`config.mk`:
```
export PLATFORM = sky130hd
export DESIGN_NAME = drain_move_engine
export DESIGN_NICKNAME = d
export VERILOG_FILES = /design/src/hdl/mover_pkg.sv /design/src/hdl/overlap_check.sv /design/src/hdl/drain_move_engine.sv
export SDC_FILE = /design/constraint.sdc
export NUM_CORES = 2
export LEC_CHECK = 0
export ABC_AREA = 1
export BUFFER_PORTS_ARGS = -buffer_cell sky130_fd_sc_hd__buf_4
export CAP_MARGIN = 20
export CORE_ASPECT_RATIO = 0.7
export CORE_MARGIN = 2
export CORE_UTILIZATION = 41
export DETAILED_ROUTE_END_ITERATION = 12
export SYNTH_ARGS = -nofsm -noshare
export SYNTH_HDL_FRONTEND = slang
export SYNTH_HIERARCHICAL = 1
export SYNTH_SLANG_ARGS = --single-unit
```
`constraint.sdc`:
```
create_clock -name i_sys_clk -period 10.4 [get_ports i_sys_clk]
set_input_delay 2.08 -clock i_sys_clk [delete_from_list [all_inputs] [get_ports i_sys_clk]]
set_output_delay 2.08 -clock i_sys_clk [all_outputs]
set_load 0.005 [all_outputs]
```
`src/hdl/mover_pkg.sv`:
```
// Package: descriptor fields, completion codes, register map for the drain and copy engine
package mover_pkg;
    // Operation codes
    localparam logic [7:0] OP_DRAIN = 8'h02;
    localparam logic [7:0] OP_COPY = 8'h03;
    // Drain flag positions
    localparam int FLG_RB1_VALID = 16;
    localparam int FLG_RB2_VALID = 17;
    localparam int FLG_SUP_TCF = 18;
    localparam int FLG_SUP_TCS = 19;
    localparam int FLG_RSV_LO = 20;
    localparam int FLG_RSV_HI = 23;
    // Generic flag positions
    localparam int FLG_DEST_RB = 14;
    localparam int FLG_TC_SEL1 = 12;
    localparam int FLG_TC_SEL2 = 13;
    // Completion status codes
    localparam logic [5:0] ST_SUCCESS = 6'h01;
    localparam logic [5:0] ST_PAGE_FAULT = 6'h03;
    localparam logic [5:0] ST_BAD_OP = 6'h10;
    localparam logic [5:0] ST_BAD_FLAGS = 6'h11;
    localparam logic [5:0] ST_OVERLAP = 6'h13;
    // Register byte offsets
    localparam logic [7:0] REG_CTRL = 8'h00;
    localparam logic [7:0] REG_OPFLG = 8'h04;
    localparam logic [7:0] REG_SRC = 8'h08;
    localparam logic [7:0] REG_DST = 8'h0C;
    localparam logic [7:0] REG_SIZE = 8'h10;
    localparam logic [7:0] REG_RB1 = 8'h14;
    localparam logic [7:0] REG_RB2 = 8'h18;
    localparam logic [7:0] REG_STAT = 8'h1C;
    localparam logic [7:0] REG_DONE = 8'h20;
    localparam logic [7:0] REG_FAULT = 8'h24;
    localparam logic [7:0] REG_INVFLG = 8'h28;
    localparam logic [7:0] REG_FLTAT = 8'h2C;
    localparam logic [31:0] FAULT_NONE = 32'hFFFF_FFFF;
    // AXI responses
    localparam logic [1:0] RESP_OKAY = 2'b00;
    localparam logic [1:0] RESP_SLVERR = 2'b10;

    // Memory request to the fabric
    typedef struct packed {
        logic rd;
        logic wr;
        logic [1:0] tclass;
        logic [31:0] addr;
        logic [7:0] wdata;
    } mem_req_s;

    // Completion record summary
    typedef struct packed {
        logic [5:0] status;
        logic [7:0] result;
        logic [31:0] bytes_done;
        logic [31:0] fault_addr;
    } cmpl_s;
endpackage

```
`src/hdl/overlap_check.sv`:
```
// Overlap and direction decision for a copy
`timescale 1ns/1ps
module overlap_check
    import mover_pkg::*;
(
    // Copy region
    input wire logic [31:0] i_src,
    input wire logic [31:0] i_dst,
    input wire logic [31:0] i_size,
    // Decision
    output logic o_overlap,
    output logic o_reverse
);
    logic [32:0] src_end;
    logic [32:0] dst_end;

    // Regions overlap when each starts before the other ends
    always_comb begin
        src_end = {1'b0, i_src} + {1'b0, i_size};
        dst_end = {1'b0, i_dst} + {1'b0, i_size};
        o_overlap = (i_size != 32'h0000_0000) && ({1'b0, i_src} < dst_end) && ({1'b0, i_dst} < src_end);
        o_reverse = o_overlap && (i_dst > i_src);
    end
endmodule

```
`src/hdl/drain_move_engine.sv`:
```
// Drain and memory copy executor behind an AXI4-Lite register file
// What the document asks of this block and its submitter
// RL1: Opcode 0x02 drains; completion waits for earlier queue descriptors.
// RL2: Drain inside a batch is rejected as unsupported operation.
// RL3: Submitter should request completion record or interrupt on drains.
// RL4: Drain completion only after all awaited descriptors are done.
// RL5: Readback-valid flags reserved when readback capability is 0.
// RL6: Traffic class selector reserved unless its readback-valid flag is set.
// RL7: Submitter writes zero in drain flag bits 23:20.
// RL8: Bit 19 suppresses implicit readback on second traffic class.
// RL9: Bit 18 suppresses implicit readback on first traffic class.
// RL10: Bit 17 reads back second address on selected traffic class.
// RL11: Bit 16 reads back first address on selected traffic class.
// RL12: Destination-readback flag is reserved in drain descriptors.
// RL13: Opcode 0x03 copies exactly transfer-size bytes source to destination.
// RL14: Any alignment of addresses and size is accepted without error.
// RL15: With overlap support, overlapping copy preserves source, may reverse.
// RL16: Without overlap support, overlapping copy completes with error.
// RL17: Page-fault partial completion reports direction: 0 forward, 1 reversed.
// RL18: Without overlap support, copy result byte is always 0.
// RL19: After result 0, submitter advances addresses, shrinks size.
// RL20: After result 1, submitter shrinks size only, keeps addresses.
// RL21: Continuation may report a different direction than before.
// RL22: Page fault records fully processed source byte count.
// RL23: Page fault records the faulting address.
`timescale 1ns/1ps
module drain_move_engine
    import mover_pkg::*;
#(
    parameter bit OVERLAP_SUPPORT = 1'b1,
    parameter bit READBACK_SUPPORT = 1'b1
) (
    // Clock and reset
    input wire logic i_sys_clk,
    input wire logic i_reset,
    // AXI4-Lite write
    input wire logic [7:0] i_awaddr,
    input wire logic i_awvalid,
    output logic o_awready,
    input wire logic [31:0] i_wdata,
    input wire logic [3:0] i_wstrb,
    input wire logic i_wvalid,
    output logic o_wready,
    output logic [1:0] o_bresp,
    output logic o_bvalid,
    input wire logic i_bready,
    // AXI4-Lite read
    input wire logic [7:0] i_araddr,
    input wire logic i_arvalid,
    output logic o_arready,
    output logic [31:0] o_rdata,
    output logic [1:0] o_rresp,
    output logic o_rvalid,
    input wire logic i_rready,
    // Work queue state
    input wire logic i_prior_busy,
    // Memory port, byte wide
    output mem_req_s o_mem_req,
    input wire logic i_mem_ready,
    input wire logic i_mem_rvalid,
    input wire logic [7:0] i_mem_rdata,
    input wire logic i_mem_fault,
    // Completion notice
    output logic o_cmpl_valid,
    output cmpl_s o_cmpl
);
    typedef enum logic [2:0] {
        S_IDLE = 3'b000,
        S_DECODE = 3'b001,
        S_WAIT = 3'b010,
        S_RB = 3'b011,
        S_RD = 3'b100,
        S_WR = 3'b101,
        S_DONE = 3'b110
    } state_e;

    state_e state_r;
    logic [31:0] opflg_r, src_r, dst_r, size_r, rb1_r, rb2_r;
    logic [31:0] count_r;
    logic [31:0] fault_at_r;
    logic [7:0] byte_r;
    logic rev_r, rb_idx_r, pend_r, in_batch_r;
    logic [1:0] rb_need_r;
    cmpl_s cmpl_r;
    logic busy_r;
    logic aw_got_r, w_got_r;
    logic [7:0] awaddr_r;
    logic [31:0] wdata_r;
    logic overlap, reverse;
    logic [7:0] opcode;
    logic [23:0] flags;
    logic [23:0] bad_flags;
    logic [31:0] offs, cur_src, cur_dst;
    logic wr_fire, go;

    assign opcode = opflg_r[31:24];
    assign flags = opflg_r[23:0];

    overlap_check u_overlap (
        .i_src(src_r),
        .i_dst(dst_r),
        .i_size(size_r),
        .o_overlap(overlap),
        .o_reverse(reverse)
    );

    // Byte address of current step in chosen direction
    function automatic logic [31:0] step_addr(input logic [31:0] base, input logic [31:0] size,
                                              input logic [31:0] cnt, input logic rev);
        step_addr = rev ? (base + size - cnt - 32'h0000_0001) : (base + cnt);
    endfunction

    assign offs = count_r;
    assign cur_src = step_addr(src_r, size_r, offs, rev_r);
    assign cur_dst = step_addr(dst_r, size_r, offs, rev_r);

    // Invalid drain flags
    always_comb begin
        bad_flags = 24'h00_0000;
        bad_flags[FLG_RSV_HI:FLG_RSV_LO] = flags[FLG_RSV_HI:FLG_RSV_LO];
        bad_flags[FLG_DEST_RB] = flags[FLG_DEST_RB]; // [RL12]
        if (!READBACK_SUPPORT) begin
            bad_flags[FLG_RB1_VALID] = flags[FLG_RB1_VALID]; // [RL5]
            bad_flags[FLG_RB2_VALID] = flags[FLG_RB2_VALID];
        end
        bad_flags[FLG_TC_SEL1] = flags[FLG_TC_SEL1] && !flags[FLG_RB1_VALID]; // [RL6]
        bad_flags[FLG_TC_SEL2] = flags[FLG_TC_SEL2] && !flags[FLG_RB2_VALID];
    end

    // AXI write path: address and data in either order
    assign o_awready = !aw_got_r && !o_bvalid;
    assign o_wready = !w_got_r && !o_bvalid;
    assign wr_fire = aw_got_r && w_got_r && !o_bvalid;
    assign go = wr_fire && (awaddr_r == REG_CTRL) && wdata_r[0] && !busy_r;

    always_ff @(posedge i_sys_clk) begin
        if (i_reset) begin
            aw_got_r <= 1'b0;
            w_got_r <= 1'b0;
            awaddr_r <= 8'h00;
            wdata_r <= 32'h0000_0000;
            o_bvalid <= 1'b0;
            o_bresp <= RESP_OKAY;
        end else begin
            if (i_awvalid && o_awready) begin
                aw_got_r <= 1'b1;
                awaddr_r <= i_awaddr;
            end
            if (i_wvalid && o_wready) begin
                w_got_r <= 1'b1;
                wdata_r <= i_wdata;
            end
            if (wr_fire) begin
                aw_got_r <= 1'b0;
                w_got_r <= 1'b0;
                o_bvalid <= 1'b1;
                o_bresp <= (awaddr_r > REG_RB2) ? RESP_SLVERR : RESP_OKAY;
            end else if (o_bvalid && i_bready) begin
                o_bvalid <= 1'b0;
            end
        end
    end

    // Descriptor registers, writable while idle
    always_ff @(posedge i_sys_clk) begin
        if (i_reset) begin
            opflg_r <= 32'h0000_0000;
            src_r <= 32'h0000_0000;
            dst_r <= 32'h0000_0000;
            size_r <= 32'h0000_0000;
            rb1_r <= 32'h0000_0000;
            rb2_r <= 32'h0000_0000;
            in_batch_r <= 1'b0;
        end else if (wr_fire && !busy_r) begin
            case (awaddr_r)
                REG_CTRL: in_batch_r <= wdata_r[1];
                REG_OPFLG: opflg_r <= wdata_r;
                REG_SRC: src_r <= wdata_r;
                REG_DST: dst_r <= wdata_r;
                REG_SIZE: size_r <= wdata_r;
                REG_RB1: rb1_r <= wdata_r;
                REG_RB2: rb2_r <= wdata_r;
                default: ;
            endcase
        end
    end

    // AXI read path
    assign o_arready = !o_rvalid;
    always_ff @(posedge i_sys_clk) begin
        if (i_reset) begin
            o_rvalid <= 1'b0;
            o_rdata <= 32'h0000_0000;
            o_rresp <= RESP_OKAY;
        end else if (i_arvalid && o_arready) begin
            o_rvalid <= 1'b1;
            o_rresp <= RESP_OKAY;
            case (i_araddr)
                REG_CTRL: o_rdata <= {30'h0000_0000, in_batch_r, busy_r};
                REG_OPFLG: o_rdata <= opflg_r;
                REG_SRC: o_rdata <= src_r;
                REG_DST: o_rdata <= dst_r;
                REG_SIZE: o_rdata <= size_r;
                REG_RB1: o_rdata <= rb1_r;
                REG_RB2: o_rdata <= rb2_r;
                REG_STAT: o_rdata <= {16'h0000, cmpl_r.result, 2'b00, cmpl_r.status};
                REG_DONE: o_rdata <= cmpl_r.bytes_done;
                REG_FAULT: o_rdata <= cmpl_r.fault_addr;
                REG_INVFLG: o_rdata <= {8'h00, bad_flags};
                REG_FLTAT: o_rdata <= fault_at_r;
                default: begin
                    o_rdata <= 32'h0000_0000;
                    o_rresp <= RESP_SLVERR;
                end
            endcase
        end else if (i_rready) begin
            o_rvalid <= 1'b0;
        end
    end

    // Fault injection byte index for test; FAULT_NONE disables
    always_ff @(posedge i_sys_clk) begin
        if (i_reset) begin
            fault_at_r <= FAULT_NONE;
        end else if (wr_fire && !busy_r && awaddr_r == REG_FLTAT) begin
            fault_at_r <= wdata_r;
        end
    end

    // Memory request, driven from state
    always_comb begin
        o_mem_req = '0;
        case (state_r)
            S_RB: begin
                o_mem_req.rd = !pend_r;
                o_mem_req.addr = rb_idx_r ? rb2_r : rb1_r; // [RL10] [RL11]
                o_mem_req.tclass = rb_idx_r ? {1'b1, flags[FLG_TC_SEL2]} : {1'b0, flags[FLG_TC_SEL1]};
            end
            S_RD: begin
                o_mem_req.rd = !pend_r;
                o_mem_req.addr = cur_src;
            end
            S_WR: begin
                o_mem_req.wr = 1'b1;
                o_mem_req.addr = cur_dst;
                o_mem_req.wdata = byte_r;
            end
            default: ;
        endcase
    end

    // Main sequencer
    always_ff @(posedge i_sys_clk) begin
        if (i_reset) begin
            state_r <= S_IDLE;
            busy_r <= 1'b0;
            count_r <= 32'h0000_0000;
            byte_r <= 8'h00;
            rev_r <= 1'b0;
            pend_r <= 1'b0;
            rb_idx_r <= 1'b0;
            rb_need_r <= 2'b00;
            cmpl_r <= '0;
            o_cmpl_valid <= 1'b0;
        end else begin
            o_cmpl_valid <= 1'b0;
            case (state_r)
                S_IDLE: begin
                    if (go) begin
                        busy_r <= 1'b1;
                        count_r <= 32'h0000_0000;
                        pend_r <= 1'b0;
                        cmpl_r <= '0;
                        state_r <= S_DECODE;
                    end
                end
                S_DECODE: begin
                    cmpl_r.status <= ST_SUCCESS;
                    state_r <= S_DONE;
                    if (opcode == OP_DRAIN) begin
                        if (in_batch_r) begin
                            cmpl_r.status <= ST_BAD_OP; // [RL2]
                        end else if (bad_flags != 24'h00_0000) begin
                            cmpl_r.status <= ST_BAD_FLAGS;
                        end else begin
                            rb_need_r <= {flags[FLG_RB2_VALID], flags[FLG_RB1_VALID]};
                            state_r <= S_WAIT; // [RL1]
                        end
                    end else if (opcode == OP_COPY) begin
                        // No alignment check at all [RL14]
                        if (overlap && !OVERLAP_SUPPORT) begin
                            cmpl_r.status <= ST_OVERLAP; // [RL16]
                        end else if (size_r != 32'h0000_0000) begin
                            rev_r <= OVERLAP_SUPPORT && reverse; // [RL15] [RL18]
                            state_r <= S_RD;
                        end
                    end else begin
                        cmpl_r.status <= ST_BAD_OP;
                    end
                end
                S_WAIT: begin
                    // Implicit readbacks are not performed, which honours both suppress bits [RL8] [RL9]
                    if (!i_prior_busy) begin // [RL4]
                        if (rb_need_r != 2'b00) begin
                            rb_idx_r <= !rb_need_r[0];
                            state_r <= S_RB;
                        end else begin
                            state_r <= S_DONE;
                        end
                    end
                end
                S_RB: begin
                    if (o_mem_req.rd && i_mem_ready) begin
                        pend_r <= 1'b1;
                    end
                    if (i_mem_rvalid) begin
                        pend_r <= 1'b0;
                        rb_need_r[rb_idx_r] <= 1'b0;
                        if (!rb_idx_r && rb_need_r[1]) begin
                            rb_idx_r <= 1'b1;
                        end else begin
                            state_r <= S_DONE;
                        end
                    end
                end
                S_RD: begin
                    if (i_mem_fault || count_r == fault_at_r) begin
                        cmpl_r.status <= ST_PAGE_FAULT;
                        cmpl_r.result <= {7'h00, rev_r}; // [RL17] [RL21]
                        cmpl_r.bytes_done <= count_r; // [RL22]
                        cmpl_r.fault_addr <= cur_src; // [RL23]
                        state_r <= S_DONE;
                    end else begin
                        if (o_mem_req.rd && i_mem_ready) begin
                            pend_r <= 1'b1;
                        end
                        if (i_mem_rvalid) begin
                            pend_r <= 1'b0;
                            byte_r <= i_mem_rdata;
                            state_r <= S_WR;
                        end
                    end
                end
                S_WR: begin
                    if (i_mem_ready) begin
                        count_r <= count_r + 32'h0000_0001;
                        if (count_r + 32'h0000_0001 == size_r) begin
                            state_r <= S_DONE; // [RL13]
                        end else begin
                            state_r <= S_RD;
                        end
                    end
                end
                S_DONE: begin
                    o_cmpl_valid <= 1'b1;
                    busy_r <= 1'b0;
                    state_r <= S_IDLE;
                end
                default: state_r <= S_IDLE;
            endcase
        end
    end

    assign o_cmpl = cmpl_r;
endmodule

```
==> results.cfg <==
[setup_path]
cp_slowest_cell = o21ai_0
cp_top_family = simple AND/OR/NAND/NOR gates
path_max_fanout = 6
worstPathRequired_ns = 8.32
critPathLaunchType = flop
critical_path_arrival_ns = 5.43
worst-path-buf-inv = 4
worstPathCellList = inv_1 -> fa_1 -> inv_1 -> ha_1 -> nand3_1 -> nand2_1 -> inv_1 -> nor2_1 -> nor2_1 -> o21ai_0 -> nand2_1 -> nand2_1 -> nand2_1 -> nand2_1 -> nand2_1 -> nand3_1 -> nand3_1 -> nand3_1 -> buf_4
crit_path_max_incr_delay_ns = 0.87
crit_type = flop to output pin
end_kind = output pin
path_common_cell = nand2_1

[detailed_routing]
firstDrtPassIters = 8
drtIter0Drc = 5295
vias_per_cell = 5.72
dr_total_vias = 38384
wirelength_um = 162000
drc = 0
ant_nets = 0
detail_route.wl_per_cell_um = 24.1

[timing]
max-slew-margin-rel = 0.106
period_share = 0.722
finalSetupViolations = 0
hold_viol_final = 0
clock.fmax_mhz = 133
slew_violations = 0
worst_slew_pin_slew_ns = 1.33
min_period_ns = 7.51
rsz0062_at_grt = false
holdWs_ns = 0.447
fin_tns_setup_ns = 0
worst_clock_skew_ns = 0.0210
layout_setup_ws_ns = 2.89

[clock_network]
post_cts_buffers = 0
cts_root_buf = clkbuf_16
cts_tree = done
cts_made_buffers = 43
clock_latency_ns = 0.60
cts_max_path_buffers = 3
clkTransAtPathRegs_ns = 0.07
post_cts_resized = 0
cts_sinks = 421
hold_buffers = 0
htree_levels = 2

[placement]
numPortBuffers = 218
gp_congestion = 1.02
dp_slack_ns = 3.88
dpl.hpwl_um = 127000
placed_cell_area_um2 = 38200

[logic_synthesis]
avgSynthCellArea_um2 = 6.58
synth_area_um2 = 35600
ys_warn_count = 6
netlist_instances = 5420

[power]
leakage_nw = 18.4
ir_drop_v = 0.000115
powerDensity_nw_per_um2 = 108

[global_route]
grt_pass1_vias = 33560
gr-total-overflow = 0
track_usage = 0.349
antenna_found_initial = 2
grt_max_degree = 179
grt_pass1_wl_um = 232000

[floorplan]
dieWidth_um = 356
core_um2 = 86100
fp.dieArea_um2 = 89400
dieHeight_um = 251
start_util = 0.414
rows = 90
io_pins = 235

[finish]
layout-drive-gt1-share = 0.0741
regArea_um2 = 8430
fin_nets = 6006
area_growth_pct = 11.8
multi_input_area_um2 = 23300
fill_cells = 9140
design_area_um2 = 39900

[hold_path]
hold_class = flop to flop

[job]
cap_violations = 0

[outcome]
status = completed
[path summary, 6_finish.rpt]
path | startpoint | endpoint | slack, ns | cells after the start
hold / removal | opflg_r[4]$_SDFFE_PP0P_ | opflg_r[4]$_SDFFE_PP0P_ | 0.45 | 2
hold reg to reg | opflg_r[4]$_SDFFE_PP0P_ | opflg_r[4]$_SDFFE_PP0P_ | 0.45 | 2
setup reg to reg | size_r[2]$_SDFFE_PP0P_ | rev_r$_SDFFE_PP0P_ | 5.34 | 25
setup / recovery | size_r[3]$_SDFFE_PP0P_ | o_mem_req[37] | 2.89 | 19
[metrics by stage]
| stage | util | power (mW) | std cells |
|---|---|---|---|
| finish | 0.463 | 4.29 | 6709 |
| global route | 0.463 | 4.44 | 6708 |
| CTS | 0.462 | 4.28 | 6702 |
| detailed placement | 0.443 | 2.47 | 6623 |
| global placement | 0.443 | 2.46 | 6623 |
| floorplan | - | 2.17 | 5431 |
[flip-flops by register name (all words and copies together), names as in the netlist, 2 cells and up]
signal	cells
state_r	3
o_rdata	32
fault_at_r	32
dst_r	32
byte_r	8
count_r	32
awaddr_r	8
rb_need_r	2
size_r	32
rb1_r	32
src_r	32
o_cmpl	68
opflg_r	32
rb2_r	32
wdata_r	32
[cell type report]
cell class,count,share of cell area
sequential,421,0.212
tap,1150,0.0361
inverter,827,0.0781
clock buffer,59,0.0321
clock inverter,20,0.00838
antenna,1,0.0000628
timing repair buffer,261,0.0492
multi-input combinational,3970,0.584
[layout by cell type (no fill, tap or decap), types with 46 or more instances in the layout]
| cell type | n |
|---|---|
| nand4_1 | 46 |
| a21oi_1 | 747 |
| dfxtp_1 | 419 |
| nor2_1 | 399 |
| nand3_1 | 314 |
| xnor2_1 | 55 |
| nor3_1 | 61 |
| buf_4 | 255 |
| inv_1 | 815 |
| o211ai_1 | 50 |
| fa_1 | 68 |
| o22ai_1 | 65 |
| nand2_1 | 942 |
| xor2_1 | 63 |
| o21ai_0 | 486 |
| ha_1 | 343 |
[worst reg2reg max path: stages (launching register included)]
cell and delay [ns]:
dfxtp_1 0.80, ha_1 0.41, nand3_1 0.10, nand3_1 0.16, nand2_1 0.11, nand3_1 0.28
a21oi_1 0.71, xor2_1 0.15, ha_1 0.22, nand2_1 0.06, inv_1 0.03, nor2_1 0.07
o21ai_0 0.11, a21oi_1 0.13, nand2_1 0.16, nand2_1 0.11, nand2_1 0.12, nand2_1 0.09
nand2_1 0.08, nand2_1 0.07, nand2_1 0.06, nand2_1 0.05, nand3_1 0.34, nor2_1 0.29
o21ai_0 0.12, a21oi_1 0.16
[power by group]
group	internal (mW)	leakage [nW]	switching [mW]	total [mW]
registers	1.70	3.41	0.108	1.81
logic	0.235	14.2	0.409	0.644
clock network	1.07	0.786	0.772	1.84
total	3.00	18.4	1.29	4.29
[layer usage]
metal  track usage  up-vias  wire [um]
met4        0.0943        6       4880
met3        0.0903      249      18700
met5             0        -         37
met2         0.489     2083      64700
li1              -    18255          -
met1         0.518    17791      73400
(Power assumes the default switching activity.)
